===== config.mk =====
export PLATFORM = sky130hd
export DESIGN_NAME = uart_format_and_irq_control
export DESIGN_NICKNAME = d
export VERILOG_FILES = /design/src/rtl/uart_cfg_pkg.sv /design/src/rtl/uart_format_and_irq_control.sv
export SDC_FILE = /design/constraint.sdc
export NUM_CORES = 1
export LEC_CHECK = 0
export ABC_AREA = 1
export BUFFER_PORTS_ARGS = -buffer_cell sky130_fd_sc_hd__clkbuf_2
export CORE_ASPECT_RATIO = 0.75
export CORE_MARGIN = 1.5
export CORE_UTILIZATION = 49
export CTS_CLUSTER_SIZE = 16
export DETAILED_ROUTE_END_ITERATION = 6
export PLACE_DENSITY = 0.94
export SLEW_MARGIN = 20
export SYNTH_ARGS = -nofsm -noshare
export SYNTH_HDL_FRONTEND = slang
export SYNTH_SLANG_ARGS = --single-unit

===== constraint.sdc =====
create_clock -name CLK_I -period 2.8 [get_ports CLK_I]
set_input_delay 0.56 -clock CLK_I [delete_from_list [all_inputs] [get_ports CLK_I]]
set_output_delay 0.56 -clock CLK_I [all_outputs]
set_load 0.1 [all_outputs]

===== src/rtl/uart_cfg_pkg.sv =====
// Constants and types for the serial format and interrupt control block
package uart_cfg_pkg;

	localparam int          ADDR_W        = 3;
	localparam int          DATA_W        = 16;

	// Word offsets on the register port
	localparam logic [2:0]  FMT_ADDR      = 3'h0;
	localparam logic [2:0]  CTRL_ADDR     = 3'h1;

	localparam logic [15:0] FMT_RESET     = 16'h0000;
	localparam logic [15:0] CTRL_RESET    = 16'h0000;
	// Writable bits; everything else is held at zero
	localparam logic [15:0] FMT_WMASK     = 16'h007b;
	localparam logic [15:0] CTRL_WMASK    = 16'h00fb;
	localparam logic [15:0] RD_IDLE       = 16'h0000;

	// Prescaler select codes and their counter masks
	localparam logic [1:0]  PRE_DIV1      = 2'b00;
	localparam logic [1:0]  PRE_DIV4      = 2'b01;
	localparam logic [1:0]  PRE_DIV16     = 2'b10;
	localparam logic [1:0]  PRE_DIV64     = 2'b11;
	localparam logic [5:0]  MASK_DIV1     = 6'h00;
	localparam logic [5:0]  MASK_DIV4     = 6'h03;
	localparam logic [5:0]  MASK_DIV16    = 6'h0f;
	localparam logic [5:0]  MASK_DIV64    = 6'h3f;
	localparam logic [5:0]  DIV_CNT_RESET = 6'h00;

	// Serial clock pin source codes
	localparam logic [1:0]  CLKSRC_PORT   = 2'b00;
	localparam logic [1:0]  CLKSRC_OUT    = 2'b01;

	localparam logic [7:0]  BYTE_RESET    = 8'h00;

	typedef struct packed {
		logic [8:0] rsvd_hi;
		logic       char7;
		logic       parity_en;
		logic       parity_odd;
		logic       two_stop;
		logic       rsvd_lo;
		logic [1:0] prescale;
	} fmt_t;

	typedef struct packed {
		logic [7:0] rsvd_hi;
		logic       tx_irq_enable;
		logic       rx_irq_enable;
		logic       transmit_enable;
		logic       rx_enable;
		logic       rx_fault_irq_enable;
		logic       rsvd_lo;
		logic [1:0] clock_source;
	} ctrl_t;

	typedef struct packed {
		logic tx_fifo_empty_flag;
		logic rx_fifo_full_flag;
		logic rx_timeout_flag;
		logic rx_fault_flag;
		logic line_break_flag;
		logic rx_overrun_flag;
	} flags_t;

	typedef struct packed {
		logic tx_empty_irq;
		logic rx_data_irq;
		logic rx_fault_irq;
		logic line_break_irq;
	} irq_t;

	localparam irq_t IRQ_RESET = '0;

endpackage


===== src/rtl/uart_format_and_irq_control.sv =====
// Format, control and interrupt request logic of a FIFO serial port
//
// Chosen here: the placing of the registers and the address-and-strobe port.
`timescale 1ns/1ps
`default_nettype none

// Overview of operation
// - Format register clears on reset only; standby leaves it intact.
// - Control register clears on reset only; standby leaves it intact.
// - Both registers are readable and writable at any time.
// - Format bits 15..7 read zero; software writes zero.
// - Format bit 6 selects seven data bits, dropping transmit bit 7.
// - Format bit 5 enables parity append on transmit and check on receive.
// - Format bit 4 picks odd parity; ignored while parity is off.
// - Parity makes data ones plus parity even or odd as chosen.
// - Format bit 3 chooses one or two stop bits on transmit.
// - Receiver checks the first stop bit only; low second slot is start.
// - Format bit 2 reads zero; software writes zero.
// - Format bits 1..0 divide the baud source by 1, 4, 16 or 64.
// - Control bits 15..8 and 2 read zero; software writes zero.
// - Transmit interrupt enable bit 7 raises the empty interrupt while its flag is set.
// - Empty interrupt drops when bit 7 clears or its flag is cleared.
// - Bit 6 enables data, fault and break interrupts from their flags.
// - Data interrupt drops when its flag clears or bit 6 clears.
// - Fault and break interrupts drop on flag clear or both enables clear.
// - With bit 5 set, transmission starts once transmit data is queued.
// - Clearing bit 4 stops new reception; receive flags keep their values.
// - Bit 3 enables fault and break interrupts even with bit 6 low.
// - Clock select: port, 16x clock out, or 16x clock in on the pin.
module uart_format_and_irq_control
	import uart_cfg_pkg::*;
(
	input  wire logic                      CLK_I,
	input  wire logic                      RESET_N_I,
	input  wire logic [uart_cfg_pkg::ADDR_W-1:0] ADDR_I,
	input  wire logic [uart_cfg_pkg::DATA_W-1:0] WR_DATA_I,
	input  wire logic                      WR_I,
	input  wire logic                      RD_I,
	output logic      [uart_cfg_pkg::DATA_W-1:0] RD_DATA_O,
	input  wire uart_cfg_pkg::flags_t      FLAGS_I,
	output uart_cfg_pkg::irq_t             IRQ_O,
	output uart_cfg_pkg::fmt_t             FORMAT_O,
	output uart_cfg_pkg::ctrl_t            CONTROL_O,
	output logic                           PRESCALE_TICK_O,
	input  wire logic [7:0]                TX_DATA_I,
	output logic      [7:0]                TX_BYTE_O,
	output logic                           TX_PARITY_O,
	input  wire logic                      TX_PENDING_I,
	output logic                           TX_LAUNCH_O,
	input  wire logic [7:0]                RX_DATA_I,
	input  wire logic                      RX_PARITY_I,
	input  wire logic                      RX_STOP1_I,
	output logic                           RX_PARITY_ERR_O,
	output logic                           RX_FRAME_ERR_O,
	input  wire logic                      RX_START_SEEN_I,
	output logic                           RX_LAUNCH_O,
	input  wire logic                      BRG_CLK16_I,
	input  wire logic                      SCK_I,
	output logic                           SCK_O,
	output logic                           SCK_OE_O,
	output logic                           EXT_CLK16_O,
	output logic                           CLK_EXTERNAL_O
);
	import uart_cfg_pkg::*;

	fmt_t        fmt;
	ctrl_t       ctrl;
	logic [5:0]  div_cnt;
	logic [15:0] next_rd_data;
	logic        fmt_wr;
	logic        ctrl_wr;
	logic [5:0]  div_mask;
	logic [7:0]  tx_eff;
	logic [7:0]  rx_eff;
	logic        next_tx_parity;
	logic        next_rx_parity_err;
	logic        rx_err_enable;
	irq_t        next_irq;
	logic        ext_src;

	// Ones count parity over the active data bits
	function automatic logic calc_parity(input logic [7:0] data, input logic odd);
		calc_parity = (^data) ^ odd;
	endfunction

	// Mask of the prescaler counter for a select code
	function automatic logic [5:0] div_mask_of(input logic [1:0] sel);
		logic [5:0] m;
		m = MASK_DIV1;
		case (sel)
			PRE_DIV4:  m = MASK_DIV4;
			PRE_DIV16: m = MASK_DIV16;
			PRE_DIV64: m = MASK_DIV64;
			default:   m = MASK_DIV1;
		endcase
		div_mask_of = m;
	endfunction

	assign fmt_wr  = WR_I && (ADDR_I == FMT_ADDR);
	assign ctrl_wr = WR_I && (ADDR_I == CTRL_ADDR);

	always_comb begin
		next_rd_data = RD_IDLE;
		if (RD_I && (ADDR_I == FMT_ADDR)) begin
			next_rd_data = fmt & FMT_WMASK;
		end else if (RD_I && (ADDR_I == CTRL_ADDR)) begin
			next_rd_data = ctrl & CTRL_WMASK;
		end else begin
			next_rd_data = RD_IDLE;
		end
	end

	always_ff @(posedge CLK_I or negedge RESET_N_I) begin
		if (!RESET_N_I) begin
			fmt <= FMT_RESET;
		end else if (fmt_wr) begin
			fmt <= WR_DATA_I & FMT_WMASK;
		end
	end

	always_ff @(posedge CLK_I or negedge RESET_N_I) begin
		if (!RESET_N_I) begin
			ctrl <= CTRL_RESET;
		end else if (ctrl_wr) begin
			ctrl <= WR_DATA_I & CTRL_WMASK;
		end
	end

	// free running divider, tick on masked zero
	assign div_mask = div_mask_of(fmt.prescale);

	always_ff @(posedge CLK_I or negedge RESET_N_I) begin
		if (!RESET_N_I) begin
			div_cnt         <= DIV_CNT_RESET;
			PRESCALE_TICK_O <= 1'b0;
		end else begin
			div_cnt         <= div_cnt + 6'h01;
			PRESCALE_TICK_O <= (div_cnt & div_mask) == DIV_CNT_RESET;
		end
	end

	// bit 7 dropped in seven bit mode
	assign tx_eff = fmt.char7 ? {1'b0, TX_DATA_I[6:0]} : TX_DATA_I;
	assign rx_eff = fmt.char7 ? {1'b0, RX_DATA_I[6:0]} : RX_DATA_I;

	assign next_tx_parity     = fmt.parity_en && calc_parity(tx_eff, fmt.parity_odd);
	assign next_rx_parity_err = fmt.parity_en &&
		(calc_parity(rx_eff, fmt.parity_odd) != RX_PARITY_I);

	always_ff @(posedge CLK_I or negedge RESET_N_I) begin
		if (!RESET_N_I) begin
			TX_BYTE_O       <= BYTE_RESET;
			TX_PARITY_O     <= 1'b0;
			RX_PARITY_ERR_O <= 1'b0;
			RX_FRAME_ERR_O  <= 1'b0;
		end else begin
			TX_BYTE_O       <= tx_eff;
			TX_PARITY_O     <= next_tx_parity;
			RX_PARITY_ERR_O <= next_rx_parity_err;
			RX_FRAME_ERR_O  <= !RX_STOP1_I;
		end
	end

	// fault path opens on either enable
	assign rx_err_enable = ctrl.rx_irq_enable || ctrl.rx_fault_irq_enable;

	assign next_irq.tx_empty_irq   = FLAGS_I.tx_fifo_empty_flag && ctrl.tx_irq_enable;
	assign next_irq.rx_data_irq    = (FLAGS_I.rx_fifo_full_flag || FLAGS_I.rx_timeout_flag)
		&& ctrl.rx_irq_enable;
	assign next_irq.rx_fault_irq   = FLAGS_I.rx_fault_flag && rx_err_enable;
	assign next_irq.line_break_irq = (FLAGS_I.line_break_flag || FLAGS_I.rx_overrun_flag)
		&& rx_err_enable;

	// high select bit forces external clock
	assign ext_src = ctrl.clock_source[1];

	always_ff @(posedge CLK_I or negedge RESET_N_I) begin
		if (!RESET_N_I) begin
			IRQ_O          <= IRQ_RESET;
			FORMAT_O       <= FMT_RESET;
			CONTROL_O      <= CTRL_RESET;
			RD_DATA_O      <= RD_IDLE;
			TX_LAUNCH_O    <= 1'b0;
			RX_LAUNCH_O    <= 1'b0;
			SCK_O          <= 1'b0;
			SCK_OE_O       <= 1'b0;
			EXT_CLK16_O    <= 1'b0;
			CLK_EXTERNAL_O <= 1'b0;
		end else begin
			IRQ_O          <= next_irq;
			FORMAT_O       <= fmt;
			CONTROL_O      <= ctrl;
			RD_DATA_O      <= next_rd_data;
			TX_LAUNCH_O    <= ctrl.transmit_enable && TX_PENDING_I;
			// gates starts; status flags live elsewhere
			RX_LAUNCH_O    <= ctrl.rx_enable && RX_START_SEEN_I;
			SCK_OE_O       <= (ctrl.clock_source == CLKSRC_OUT);
			SCK_O          <= (ctrl.clock_source == CLKSRC_OUT) && BRG_CLK16_I;
			EXT_CLK16_O    <= ext_src && SCK_I;
			CLK_EXTERNAL_O <= ext_src;
		end
	end
endmodule

`default_nettype wire


# [Yosys cells after proc, flatten, opt, wreduce, memory -nomap -nowiden]
# Index checks and enable logic that the tools add are counted.
[word_totals] reg_bits=70 rom_bits=0 n_memories=0 latchBits=0 word_cells=76 out_inout_bits=70 mem_bits_rw=0 in_bits=51
[classes] n_div=0 n_lt_le_gt_ge=0 n_eq_ne=6 multipliers=0 bitwise=3 reduce_logical=22 n_addsub=1 n_mux=5 shift=0
[op_table] op="$mux W8" count=3
[op_table] op="$pmux W6 S3" count=1
[op_table] op="$mux W16" count=1
[op_table] op="$reduce_xor A8 Y1" count=2
[op_table] op="$logic_and A1 B1 Y1" count=14
[op_table] op="$add A6 B1 Y6 const B" count=1
[op_table] op="$and A6 B6 Y6" count=1
[op_table] op="$logic_not A6 Y1" count=1
[op_table] op="$eq A2 B1 Y1 const B" count=2
[op_table] op="$eq A2 B2 Y1 const B" count=2
[op_table] op="$eq A3 B1 Y1 const B" count=1
[op_table] op="$logic_not A3 Y1" count=1
[op_table] op="$logic_or A1 B1 Y1" count=3
[op_table] op="$xor A1 B1 Y1" count=2
[op_table] op="$logic_not A1 Y1" count=1
[op_table] op="$ne A1 B1 Y1" count=1

# [Logic depth before layout (Yosys ltp)]
[depth] word_depth=5 depth_mapped=10 mapped_depth_nobuf=10

# [Least setup slack after synthesis]
# OpenSTA, ideal clock, no wires.
[synth_path] kind="flip-flop to output port" start="register CLK_EXTERNAL_O (netlist name)" end="output port CONTROL_O[1] (netlist name)" required_time_ns=2.240 stages_incl_launch_ff=2 arrival_time_ns=1.324 slack_ns=0.916 cell_sequence="dfrtp_1 -> buf_4"
[synth_rtl] element="to (decl)" line="uart_format_and_irq_control.sv:43" source="output uart_cfg_pkg::ctrl_t CONTROL_O,"

# [Final worst setup path]
[layout_path] start="register CLK_EXTERNAL_O" end="output port CLK_EXTERNAL_O"
[layout_rtl] element="from (decl)" line="uart_format_and_irq_control.sv:62" source="output logic CLK_EXTERNAL_O"
[layout_rtl] element="from (signal assigned)" line="uart_format_and_irq_control.sv:200" source="CLK_EXTERNAL_O <= ext_src;"
# No word-level cell between the ends.

==> flow_summary_export.csv <==
group,metric,value,unit
timing,tns,0,ns
cts,clk_pin_slew,0.07,ns
layout,drive_gt1_frac,0.329,
placement,postPlaceCellArea,2860,um^2
route,wire_per_inst,11.2,um
timing,fin_ws,1.10,ns
synth,synth_top_family_by_area,"buffers and inverters",
setup_path,cp_cell_sequence,"clkbuf_2",
timing,slew_viol_final,0,
floorplan,start_util,0.510,
synth,synth-seq-area-share,0.605,
route,vias_per_cell,4.41,
pwr,power_density,907,nW/um^2
hold_path,hold_class,"primary input to async pin",
synth,yosysTopAreaCell,"dfrtp_1",
synth,synthAdderAreaFrac,0.00504,
route,wirelength,4570,um
placement,io_buffers,83,
cts,holdBufCountCts,0,
pwr,p_total,2.77,mW
setup_path,worstPathRequired,2.24,ns
cts,cts_tree,"built",
global_route,grt_pass1_vias,1760,
floorplan,pin_count,121,
setup_path,cp_slowest_cell,"clkbuf_2",
placement,dp_hpwl,3490,um
setup_path,worstSetupEndpointType,"output pin",
route,drc,9,
synth,synth_area_per_cell,9.82,um^2
timing,fmaxAchievable,589,MHz
setup_path,r2r_end,"RX_PARITY_ERR_O$_DFF_PN0_",
layout,final_util,0.627,
cts,h-tree-depth,3,
setup_path,reg2reg_depth,9,
timing,hold_viol,0,
synth,ys_warn_count,0,
timing,relSlewSlack,0.558,
floorplan,die_area,5510,um^2
setup_path,rr_startpoint,"fmt[6]$_DFFE_PN0P_",
placement,place_ws,1.15,ns
timing,fin_skew,0.00388,ns
timing,rsz0062_at_grt,"false",
floorplan,die_width,85.2,um
synth,synth_area,2480,um^2
layout,synthToLayoutAreaGrowth,23.0,%
synth,synth_compound_area_frac,0.0544,
layout,fin_cells,410,
setup_path,crit_type,"flop to output pin",
outcome,failed_checks,"design-rule violations",
route,num_vias,1807,
run,drv_cap,0,
setup_path,path_buf_inv,1,
global_route,grt_max_degree,29,
synth,synth_cell_types,25,
synth,synth_xor_area_frac,0.0247,
synth,syn-instance-count,253,
setup_path,startpoint_type,"flop",
route,firstDrtPassIters,6,
placement,dpl.cell_count,394,
floorplan,core,4870,um^2
timing,setup_violations,0,
synth,synthMuxAreaShare,0,
cts,cts_root_buf,"clkbuf_8",
floorplan,die_h,64.7,um
global_route,grt.total_usage,0.185,
global_route,grt_overflow,0,
cts,numCtsBuffers,9,
setup_path,worstPathArrival,1.14,ns
global_route,grt_first_pass_wirelength,7580,um
setup_path,crit_fanout,2,
cts,clock_latency,0.33,ns
cts,cts_resized,0,
layout,n_antenna_cell,0,
pwr,ir_drop,0.000437,V
setup_path,reg2reg_slack,1.64,ns
layout,fin_area,3060,um^2
route,antenna_left,0,
synth,ys_ff_latch,60,
pwr,power.leakage,1.81,nW
route,drt_iter0_drc,83,
cts,cts_buffer_depth,2,
timing,layout_min_cycle_time,1.70,ns
synth,yosys.area_share.simple,0.149,
layout,final_nets,397,
synth,yosysTopAreaCellShare,0.605,
timing,tightest_slew,0.663,ns
placement,gp_congestion,0.763,
timing,post-route-period-util,0.606,
outcome,status,"finished, violations left",
global_route,antenna_found_initial,0,
setup_path,cpPeakStageDelay,0.46,ns
cts,cts_num_sinks,60,
synth,synthTopCellsByArea,"dfrtp_1 (60%), buf_4 (8.8%), nand2_1 (6.6%)",
timing,hold_slack,0.248,ns
setup_path,path_delay_family,"buffers and inverters",
cts,postCtsSetupBuffers,0,
floorplan,rows,22,
## power breakdown
group / total, mW / internal, mW / switching, mW
clock: 0.735 / 0.410 / 0.325
combinational: 1.00 / 0.132 / 0.873
sequential: 1.03 / 0.973 / 0.0596
## synthesized netlist by cell type (all sizes together)
library cell  count
a21oi             2
a22o              1
and3              1
buf              31
conb              1
dfrtp            60
ha                1
inv              46
nand2            51
nand3            12
nand3b            1
nor2             16
nor3              1
nor4              1
o21ai            15
o22ai             6
xnor2             3
xor2              4
## cell type report
class,instances,area [um^2]
clock buffers,10,128
well taps,60,75.1
multi-input cells,143,683
repair buffers,85,430
flip-flops and latches,60,1500
inverters,46,173
clock inverters,6,65.1
fillers,437,1820
## registers in the layout, indices dropped and copies added (netlist names), 4 cells and up
| signal | count |
|---|---|
| CONTROL_O | 6 |
| FORMAT_O | 6 |
| IRQ_O | 4 |
| ctrl | 7 |
| div_cnt | 6 |
| TX_BYTE_O | 8 |
| fmt | 6 |
| RD_DATA_O | 7 |
## how the worst max path moves through the flow
stage | from | endpoint | slack (ns) | cells after the start
after global routing | CLK_EXTERNAL_O$_DFF_PN0_ | CLK_EXTERNAL_O | 1.06 | 1
after floorplan | CLK_EXTERNAL_O$_DFF_PN0_ | CONTROL_O[1] | 0.92 | 1
after detailed placement | ADDR_I[1] | fmt[6]$_DFFE_PN0P_ | 1.15 | 5
after global placement | ADDR_I[1] | fmt[1]$_DFFE_PN0P_ | 1.22 | 5
final | CLK_EXTERNAL_O$_DFF_PN0_ | CLK_EXTERNAL_O | 1.10 | 1
after CTS | CLK_EXTERNAL_O$_DFF_PN0_ | CLK_EXTERNAL_O | 1.08 | 1
## cells in the final DEF (no fill, tap or decap), types with 2 or more instances in the layout
cell      count
dfrtp_1      60
xor2_1        4
conb_1       28
nand2_1      44
clkinv_4      2
o22ai_1       6
nand3_1      10
nand3_2       2
clkbuf_8      9
nand2_2       7
o21ai_1      13
inv_1        43
buf_4         2
clkbuf_2     83
nor2_2        2
inv_2         3
nor2_1       14
xnor2_1       3
clkinv_2      2
o21ai_0       2
## cells by family after synthesis
group,count (synthesis)
simple gates,83
buf+inv,77
flops,60
compound gates,24
xor+xnor,7
fa+ha+maj,1
other cells,1
## per-layer routing
metal	GRT usage	wire length (um)	up-vias
li1	-	-	899
met1	0.207	1840	827
met2	0.316	2280	72
met3	0.0688	376	9
met4	0.0861	76	0
met5	0	0	-
No activity file was read; power rests on OpenSTA's default activity.
